**src/core/tsf_pkg.sv**
```systemverilog
// Package: register map, field layout and reset values of the set-flag block
package tsf_pkg;
    // Register byte addresses
    localparam logic [7:0] TSF_ADDR_EPSEL = 8'h00;
    localparam logic [7:0] TSF_ADDR_FLAGS = 8'h04;
    localparam logic [7:0] TSF_ADDR_COUNT = 8'h08;
    localparam logic [7:0] TSF_ADDR_CTRL  = 8'h0c;
    // Flag register field positions
    localparam int TSF_PRES_HI  = 7;
    localparam int TSF_PRES_LO  = 6;
    localparam int TSF_EMPTY    = 3;
    localparam int TSF_FULL     = 2;
    localparam int TSF_URUN     = 1;
    localparam int TSF_OVFL     = 0;
    // Control register field positions
    localparam int TSF_CTL_FLUSH = 7;
    localparam int TSF_CTL_ATM   = 2;
    localparam int TSF_CTL_ADV   = 1;
    // Reset values and encodings
    localparam logic [7:0] TSF_FLAGS_RST = 8'h08;
    localparam logic [1:0] TSF_PRES_NONE = 2'h0;
    localparam logic [1:0] TSF_PRES_SET0 = 2'h1;
    localparam logic [1:0] TSF_PRES_BOTH = 2'h3;
    localparam logic       TSF_ATM_RST   = 1'b1;
    localparam logic [7:0] TSF_BYTE_ZERO = 8'h00;
endpackage : tsf_pkg

```
**src/core/tsf_top.sv**
```systemverilog
// Top: per-endpoint transmit set-presence flags behind a Wishbone slave
//
// Local design decision: the Wishbone interface to the registers.
`timescale 1ns/10ps
module tsf_top
    import tsf_pkg::*;
#(
    parameter int NUM_EP = 16,
    parameter int EP_W   = $clog2(NUM_EP)
) (
    input  wire logic            CLK_SYS,    // 200 MHz system clock
    input  wire logic            RESETN,     // Async reset, active low
    input  wire logic            WB_CYC_I,   // Bus cycle
    input  wire logic            WB_STB_I,   // Strobe
    input  wire logic            WB_WE_I,    // Write enable
    input  wire logic [3:0]      WB_SEL_I,   // Byte lanes
    input  wire logic [7:0]      WB_ADR_I,   // Byte address
    input  wire logic [31:0]     WB_DAT_I,   // Write data
    output logic      [31:0]     WB_DAT_O,   // Read data
    output logic                 WB_ACK_O,   // Acknowledge
    input  wire logic            TX_ACK_I,   // Set sent and acknowledged
    input  wire logic            TX_URUN_I,  // Transmit underrun seen
    input  wire logic [EP_W-1:0] TX_EP_I     // Endpoint of the two events
);
    typedef struct packed {
        logic                         ack;
        logic [31:0]                  rdata;
        logic [EP_W-1:0]              epsel;
        logic [NUM_EP-1:0][1:0]       pres;
        logic [NUM_EP-1:0]            oldest;
        logic [NUM_EP-1:0]            urun;
        logic [NUM_EP-1:0]            ovfl;
        logic [NUM_EP-1:0]            auto_tx_management;
        logic [NUM_EP-1:0][7:0]       count;
    } tsf_state_s;

    tsf_state_s st_r;
    tsf_state_s st_nxt;
    logic       rst_meta_r;
    logic       rst_sync_n_r;

    // Reset release through two stages, assertion stays asynchronous
    always_ff @(posedge CLK_SYS or negedge RESETN) begin
        if (!RESETN) begin
            rst_meta_r   <= 1'b0;
            rst_sync_n_r <= 1'b0;
        end else begin
            rst_meta_r   <= 1'b1;
            rst_sync_n_r <= rst_meta_r;
        end
    end

    // Bus decode helpers
    logic            req;
    logic            wr_lo;
    logic [EP_W-1:0] ep;
    assign req   = WB_CYC_I && WB_STB_I && !st_r.ack;
    // Only byte lane 0 carries register data
    assign wr_lo = req && WB_WE_I && WB_SEL_I[0];
    assign ep    = st_r.epsel;

    // Flag byte assembly for the selected endpoint
    function automatic logic [7:0] flag_byte(input tsf_state_s s,
                                             input logic [EP_W-1:0] e);
        logic [7:0] b;
        b = TSF_BYTE_ZERO;
        b[TSF_PRES_HI:TSF_PRES_LO] = s.pres[e];
        b[TSF_EMPTY] = (s.pres[e] == TSF_PRES_NONE);
        b[TSF_FULL]  = (s.pres[e] == TSF_PRES_BOTH);
        b[TSF_URUN]  = s.urun[e];
        b[TSF_OVFL]  = s.ovfl[e];
        return b;
    endfunction : flag_byte

    // Next state: bus access, then per-endpoint flag update
    always_comb begin
        logic fw_queue;
        logic fw_adv;
        logic fw_flush;
        logic hw_adv;
        logic advance;
        logic ovfl_set;
        logic urun_set;
        logic fw_flag_wr;
        logic [7:0] rd_byte;
        fw_queue   = 1'b0;
        fw_adv     = 1'b0;
        fw_flush   = 1'b0;
        hw_adv     = 1'b0;
        advance    = 1'b0;
        ovfl_set   = 1'b0;
        urun_set   = 1'b0;
        fw_flag_wr = 1'b0;
        rd_byte    = TSF_BYTE_ZERO;
        st_nxt     = st_r;
        // One-cycle ack, dropped in the cycle after it was given
        st_nxt.ack = req;

        // Read mux; unmapped addresses read as zero
        unique case (WB_ADR_I)
            TSF_ADDR_EPSEL: rd_byte = 8'(st_r.epsel);
            TSF_ADDR_FLAGS: rd_byte = flag_byte(st_r, ep);
            TSF_ADDR_COUNT: rd_byte = st_r.count[ep];
            TSF_ADDR_CTRL: begin
                // Flush and advance self-clear, so they read zero
                rd_byte = TSF_BYTE_ZERO;
                rd_byte[TSF_CTL_ATM] = st_r.auto_tx_management[ep];
            end
            default: rd_byte = TSF_BYTE_ZERO;
        endcase
        if (req && !WB_WE_I) begin
            st_nxt.rdata = {24'h000000, rd_byte};
        end

        // Write decode
        if (wr_lo) begin
            unique case (WB_ADR_I)
                TSF_ADDR_EPSEL: st_nxt.epsel = WB_DAT_I[EP_W-1:0];
                TSF_ADDR_FLAGS: fw_flag_wr = 1'b1;
                TSF_ADDR_COUNT: begin
                    st_nxt.count[ep] = WB_DAT_I[7:0];
                    fw_queue = 1'b1;
                end
                TSF_ADDR_CTRL: begin
                    st_nxt.auto_tx_management[ep] = WB_DAT_I[TSF_CTL_ATM];
                    fw_flush = WB_DAT_I[TSF_CTL_FLUSH];
                    // Firmware advance only counts outside auto mode
                    fw_adv = WB_DAT_I[TSF_CTL_ADV] && !WB_DAT_I[TSF_CTL_ATM]
                             && !WB_DAT_I[TSF_CTL_FLUSH];
                end
                default: ;
            endcase
        end

        // Per-endpoint update loop
        for (int i = 0; i < NUM_EP; i++) begin
            hw_adv   = TX_ACK_I && (TX_EP_I == EP_W'(i)) && st_r.auto_tx_management[i];
            urun_set = TX_URUN_I && (TX_EP_I == EP_W'(i));
            advance  = hw_adv || (fw_adv && (ep == EP_W'(i)));
            ovfl_set = 1'b0;
            // Underrun and overflow are writable; writing 0 clears
            if (fw_flag_wr && (ep == EP_W'(i))) begin
                st_nxt.urun[i] = WB_DAT_I[TSF_URUN];
                st_nxt.ovfl[i] = WB_DAT_I[TSF_OVFL];
            end
            if (fw_flush && (ep == EP_W'(i))) begin
                st_nxt.pres[i]   = TSF_PRES_NONE;
                st_nxt.oldest[i] = 1'b0;
                st_nxt.urun[i]   = 1'b0;
                st_nxt.ovfl[i]   = 1'b0;
            end else begin
                if (advance && (st_nxt.pres[i] != TSF_PRES_NONE)) begin
                    if (st_nxt.pres[i] == TSF_PRES_BOTH) begin
                        st_nxt.pres[i][st_nxt.oldest[i]] = 1'b0;
                        st_nxt.oldest[i] = !st_nxt.oldest[i];
                    end else begin
                        st_nxt.pres[i] = TSF_PRES_NONE;
                    end
                end
                if (fw_queue && (ep == EP_W'(i))) begin
                    unique case (st_nxt.pres[i])
                        TSF_PRES_NONE: begin
                            st_nxt.pres[i]   = TSF_PRES_SET0;
                            st_nxt.oldest[i] = 1'b0;
                        end
                        TSF_PRES_BOTH: ovfl_set = 1'b1;
                        default: begin
                            // Remaining set stays oldest
                            st_nxt.oldest[i] = st_nxt.pres[i][1];
                            st_nxt.pres[i]   = TSF_PRES_BOTH;
                        end
                    endcase
                end
                // Set wins over a simultaneous flag-register clear, not over a flush
                if (ovfl_set) begin
                    st_nxt.ovfl[i] = 1'b1;
                end
                if (urun_set) begin
                    st_nxt.urun[i] = 1'b1;
                end
            end
        end
    end

    // State register
    always_ff @(posedge CLK_SYS or negedge rst_sync_n_r) begin
        if (!rst_sync_n_r) begin
            st_r.ack    <= 1'b0;
            st_r.rdata  <= 32'h00000000;
            st_r.epsel  <= '0;
            st_r.pres   <= '0;
            st_r.oldest <= '0;
            st_r.urun   <= '0;
            st_r.ovfl   <= '0;
            st_r.auto_tx_management    <= {NUM_EP{TSF_ATM_RST}};
            st_r.count  <= '0;
        end else begin
            st_r <= st_nxt;
        end
    end

    // Outputs straight from the state flops
    assign WB_ACK_O = st_r.ack;
    assign WB_DAT_O = st_r.rdata;
endmodule : tsf_top

```
**config.mk**
```make
export PLATFORM = sky130hd
export DESIGN_NAME = tsf_top
export DESIGN_NICKNAME = d
export VERILOG_FILES = /design/src/core/tsf_pkg.sv /design/src/core/tsf_top.sv
export SDC_FILE = /design/constraint.sdc
export NUM_CORES = 1
export LEC_CHECK = 0
export BUFFER_PORTS_ARGS = -buffer_cell sky130_fd_sc_hd__buf_2
export CAP_MARGIN = 25
export CORE_AREA = 2 2 153 155
export CTS_CLUSTER_SIZE = 14
export DETAILED_ROUTE_END_ITERATION = 8
export DIE_AREA = 0 0 155 157
export HOLD_SLACK_MARGIN = 0.05
export PLACE_DENSITY = 0.9
export SLEW_MARGIN = 20
export SYNTH_ARGS = -nofsm -noshare
export SYNTH_HDL_FRONTEND = slang
export SYNTH_SLANG_ARGS = --single-unit
```
**constraint.sdc**
```tcl
create_clock -name CLK_SYS -period 10.2 [get_ports CLK_SYS]
set_input_delay 1.02 -clock CLK_SYS [delete_from_list [all_inputs] [get_ports CLK_SYS]]
set_output_delay 1.02 -clock CLK_SYS [all_outputs]
set_load 0.02 [all_outputs]
```
======== Word-level counts from Yosys, hierarchy flattened ========
Index checks and enable logic that the tools add are counted.
storage, ports and cells
  bits in registers ....................... 239
  latch bits .............................. 0
  memory bits (writable) .................. 0
  bits in read-only memories .............. 0
  input port bits ......................... 55
  word-level logic and storage cells ...... 839
  memories kept ........................... 0
operators by class
  $add $sub $neg .......................... 0
  $mul .................................... 0
  div/mod/pow operators ................... 0
  $lt $le $gt $ge ......................... 34
  equality and inequality tests ........... 66
  shift operators ......................... 0
  mux-type cells .......................... 377
  bitwise operators ....................... 32
  reductions and logical operators ........ 259
operators with widths
  operator              number
  $mux W1               236
  $mux W2               81
  $logic_and A1 B1 Y1   152
  $bwmux W128           1
  $reduce_bool A3 Y1    32
  $eq A2 B2 Y1 const B  33
  $eq A4 B4 Y1 const B  16
  $pmux W2 S2           16
  $logic_not A2 Y1      17
  $and A2 B2 Y2         16
  $bmux W8 S4           1
  $demux W8 S4          1
  $eq A4 B3 Y1 const B  8
  $lt A1 B2 Y1 const B  16
  $not A2 Y2            16
  $pmux W1 S2           16
  $pmux W8 S4           1
  $reduce_bool A2 Y1    16
  $logic_not A1 Y1      20
  $bwmux W16            1
  $demux W1 S1          16
  $eq A4 B2 Y1 const B  4
  $eq A8 B4 Y1 const B  2
  $ge A1 B1 Y1 const B  16
  12 further kinds      34

======== Logic depth before layout (Yosys ltp) ========
  depth after elaboration ................. 16
  gate-level depth with buffers ........... 14
  gate-level depth less buffers ........... 11

======== Worst setup path before layout ========
Ideal clock, no wire load.
  path type ............................... input port to flip-flop
  start point ............................. in WB_ADR_I[3]
  end point ............................... reg st_r[179] (netlist bit)
  setup time .............................. 0.077 ns
  data arrival time ....................... 2.931 ns
  required time ........................... 10.123 ns
  setup slack ............................. 7.191 ns
  cell stages on the path ................. 12
  cells stage by stage .................... buf_2 nand4b_1 nor2_1 buf_2 nand3_1 and2_1 o21ai_0 inv_1 ha_1 nor2b_1 o2bb2ai_1 a21oi_1
RTL lines
  item                  RTL line        text
  start, declared       tsf_top.sv:17   input wire logic [7:0] WB_ADR_I,
  end signal, assigned  tsf_top.sv:198  st_r <= st_nxt;
  end, declared         tsf_top.sv:37   tsf_state_s st_r;

==> implementation parameters <==
Parameter                              Value

Pwr
  Ratio of total power to cell area ... 133 mW/mm^2
  Worst IR drop on VDD ... 161 uV
  P_leak ... 6.65 nW

Synth
  Synth top cells by count ... sky130_fd_sc_hd__dfrtp_1 (223), sky130_fd_sc_hd__mux2_2 (152), sky130_fd_sc_hd__nor2_1 (88), sky130_fd_sc_hd__nand2_1 (85), sky130_fd_sc_hd__a21oi_1 (70)
  Post-Syn Area per Cell ... 11.0 um^2
  Cells taking the most area after synthesis ... sky130_fd_sc_hd__dfrtp_1 (40%), sky130_fd_sc_hd__mux2_2 (12%), sky130_fd_sc_hd__mux4_2 (8.0%)
  Top cell type by total area after synthesis ... sky130_fd_sc_hd__dfrtp_1
  Mapped Area ... 0.0138 mm^2
  Total of warnings raised by yosys ... 0
  Cells after Synth ... 1261
  Number of synthesized flops with an enable pin ... 0
  Number of unique standard cell types used by synthesis ... 59
  Most used flip-flop cell after synthesis ... sky130_fd_sc_hd__dfrtp_1
  Synth async-reset ratio ... 100%
  Number of synthesized register bits ... 239
  Fraction of the yosys area taken by sequential cells ... 43.4%
  Share of the synthesized area in the top cell type ... 40.4%
  Leading cell type by number of instances after synthesis ... sky130_fd_sc_hd__dfrtp_1

Timing
  Max Clock Skew ... 0.0131 ns
  Final hold violation count ... 0
  Final worst path period share ... 39.0%
  Unrepaired setup endpoints after global routing ... false
  Worst rel slew slack ... 37.2%
  Final number of max-transition violations ... 0
  Setup tns final ... 0 ns
  Highest Clock Rate ... 251 MHz
  Setup-failing EPs final ... 0
  Shortest period the worst path allows ... 3.98 ns
  Actual slew at the worst max-slew pin ... 0.939 ns

Floorplan
  Initial core utilization ... 61.4%
  I/O pin total ... 88
  Standard cell core area ... 0.0225 mm^2
  Die area ... 0.0243 mm^2
  Vert. Die Dim ... 157 um
  Placement row count ... 55
  Die Width ... 155 um

Worst setup path
  Flop-to-flop setup slack ... 6.59 ns
  Worst Reg-to-Reg Cells ... 10
  Startpoint of the most critical setup path ... WB_ADR_I[1]
  Endpoint type of the worst setup path ... flip-flop
  Worst r2r src ... WB_ACK_O
  Worst-path maximum fanout ... 8
  Startpoint type of the worst setup path ... primary input
  Reg-to-Reg End ... st_r[190]
  Critical path class ... in -> reg
  Crit path required time ... 10.67 ns
  Worst path arrival time ... 4.45 ns

Finish
  Net total in the final layout ... 1333
  Utilization after layout ... 65.4%
  Area Overhead vs Synth ... 6.50%
  Layout cells sized above 1 ... 25.9%

Job
  Number of maximum-capacitance violations ... 0

Routing
  Total via count after detailed routing ... 10463
  Final wirelength ... 36.9 mm
  Vias/cell ... 6.75
  Average wire per cell in the routed design ... 23.8 um
  Final antenna-violating net count ... 0
  Drc violations ... 0
  DR iter-0 viols ... 1091
  Number of iterations in the first detailed-routing pass ... 5

Hold path
  Min-Delay Path Class ... in -> async

Global route
  GRT overflow ... 0
  Grt met3 use ... 7.90%
  Number of global-route vias before repair ... 10683
  Met1 demand-to-capacity share in global routing ... 39.1%
  Busiest layer in global routing ... met2
  Global-route wire length before repair ... 58.2 mm
  Number of antenna violations at the first check in global routing ... 2
  M2 GR Usage ... 49.7%
  Pin count of the biggest net entering global routing ... 90
  Overall Global Routing Usage ... 30.9%

Clock network
  Total CTS buffers ... 25
  TritonCTS clock tree ... yes
  Resize count post-CTS ... 0
  Worst-path clk slew ... 0.06 ns
  Post-CTS Repair Setup Buffers ... 0
  Number of sinks on the clock net ... 239
  Clock tree buffer depth ... 3
  Library cell used as clock root buffer ... sky130_fd_sc_hd__clkbuf_16
  Worst skew pair latency ... 0.55 ns
  Hold-fix buffers, CTS ... 0
  Depth of the CTS H-tree ... 1

Placed design
  Buffers on Ports ... 36
  Global placement routability congestion ... 0.948
  Placed wire-length estimate after detailed placement ... 23.9 mm

Outcome
  Result of the run ... finished clean
-- metal layers --
layer	part of all wire [%]	wire length [um]
met1	36	13300
met2	47	17300
met3	12	4270
met4	5.3	1960
met5	0	0
-- per-stage QoR --
step | hold slack [ns] | instances | power (W) | setup WS, ns | cell area (um^2)
3_5_place_dp | 0.340 | 1503 | 0.00108 | 5.92 | 13900
4_1_cts | 0.237 | 1548 | 0.00197 | 6.47 | 14700
5_1_grt | 0.243 | 1549 | 0.00203 | 6.13 | 14700
6_report | 0.256 | 1551 | 0.00197 | 6.22 | 14700
3_3_place_gp | 0.337 | 1503 | 0.00107 | 5.99 | 13900
2_1_floorplan | 0.331 | 1284 | 0.00105 | 3.07 | 13900
-- power breakdown --
group	leakage, nW	total [W]	switching, W	internal (W)
sequential	3.21	0.000972	0.0000108	0.000961
combinational	3.05	0.0000921	0.0000664	0.0000256
clock	0.398	0.000901	0.000389	0.000512
total	6.65	0.00197	0.000467	0.00150
-- worst max path at each step --
stage | endpoint | slack (ns) | cells after the start
3_3_place_gp | st_r[191] | 5.99 | 11
2_1_floorplan | WB_ACK_O | 3.07 | 0
4_1_cts | st_r[191] | 6.47 | 11
6_report | st_r[190] | 6.22 | 11
5_1_grt | st_r[191] | 6.13 | 11
3_5_place_dp | st_r[191] | 5.92 | 11
-- sequential cells by signal, indices dropped and copies added (netlist names) --
| register | flops |
|---|---|
| WB_ACK_O | 1 |
| WB_DAT_O | 8 |
| ep | 4 |
| rst_meta_r | 1 |
| rst_sync_n_r | 1 |
| st_r | 224 |
-- cell usage in the layout, fill, tap and decap left out, drive strengths merged, types with 4 or more instances in the layout --
cell / n
a211o: 7
inv: 42
nand3: 34
clkbuf: 39
ha: 32
a31oi: 20
or2: 6
o31ai: 10
mux2i: 31
clkinv: 4
o2bb2ai: 13
nand4: 27
a21oi: 70
nor2b: 45
nand2b: 12
or3b: 4
mux4: 53
o21a: 7
nor2: 89
o211ai: 6
a22oi: 6
and2: 29
nand3b: 5
nor3: 12
o21ai: 52
o22a: 9
or3: 7
o221ai: 12
nand2: 85
mux2: 152
dfstp: 16
nand4b: 6
buf: 47
dfrtp: 223
conb: 25
-- logic make-up after synthesis --
kind of cell               count (synthesis)  share of synthesized area [%]
DFF                                      239                           43.4
adders and majority gates                 32                           2.90
other                                      2                         0.0543
AOI/OAI and AO/OA                        218                           9.87
muxes                                    236                           23.4
and+or+nand+nor                          378                           14.4
xor gates and xnor gates                   3                          0.190
buffers and inverters                    153                           5.85
-- critical path: stages --
cell and delay (ns):
sky130_fd_sc_hd__buf_2 0.11, sky130_fd_sc_hd__nor4_4 0.51, sky130_fd_sc_hd__nand4_1 0.65, sky130_fd_sc_hd__nor3_1 0.89, sky130_fd_sc_hd__a21oi_1 0.14, sky130_fd_sc_hd__o21ai_0 0.38, sky130_fd_sc_hd__inv_1 0.08, sky130_fd_sc_hd__ha_1 0.33
sky130_fd_sc_hd__nor2_1 0.09, sky130_fd_sc_hd__o21ai_0 0.08, sky130_fd_sc_hd__a21oi_1 0.16
-- final cells by class --
type	instances	area (um^2)
inverters	41	154
clock inverters	6	47.5
repair buffers	47	287
fillers	1566	7780
well taps	285	357
multi-input cells	892	7100
clock buffers	39	758
diodes	2	5.00
flip-flops and latches	239	6010
(Power assumes the default switching activity.)
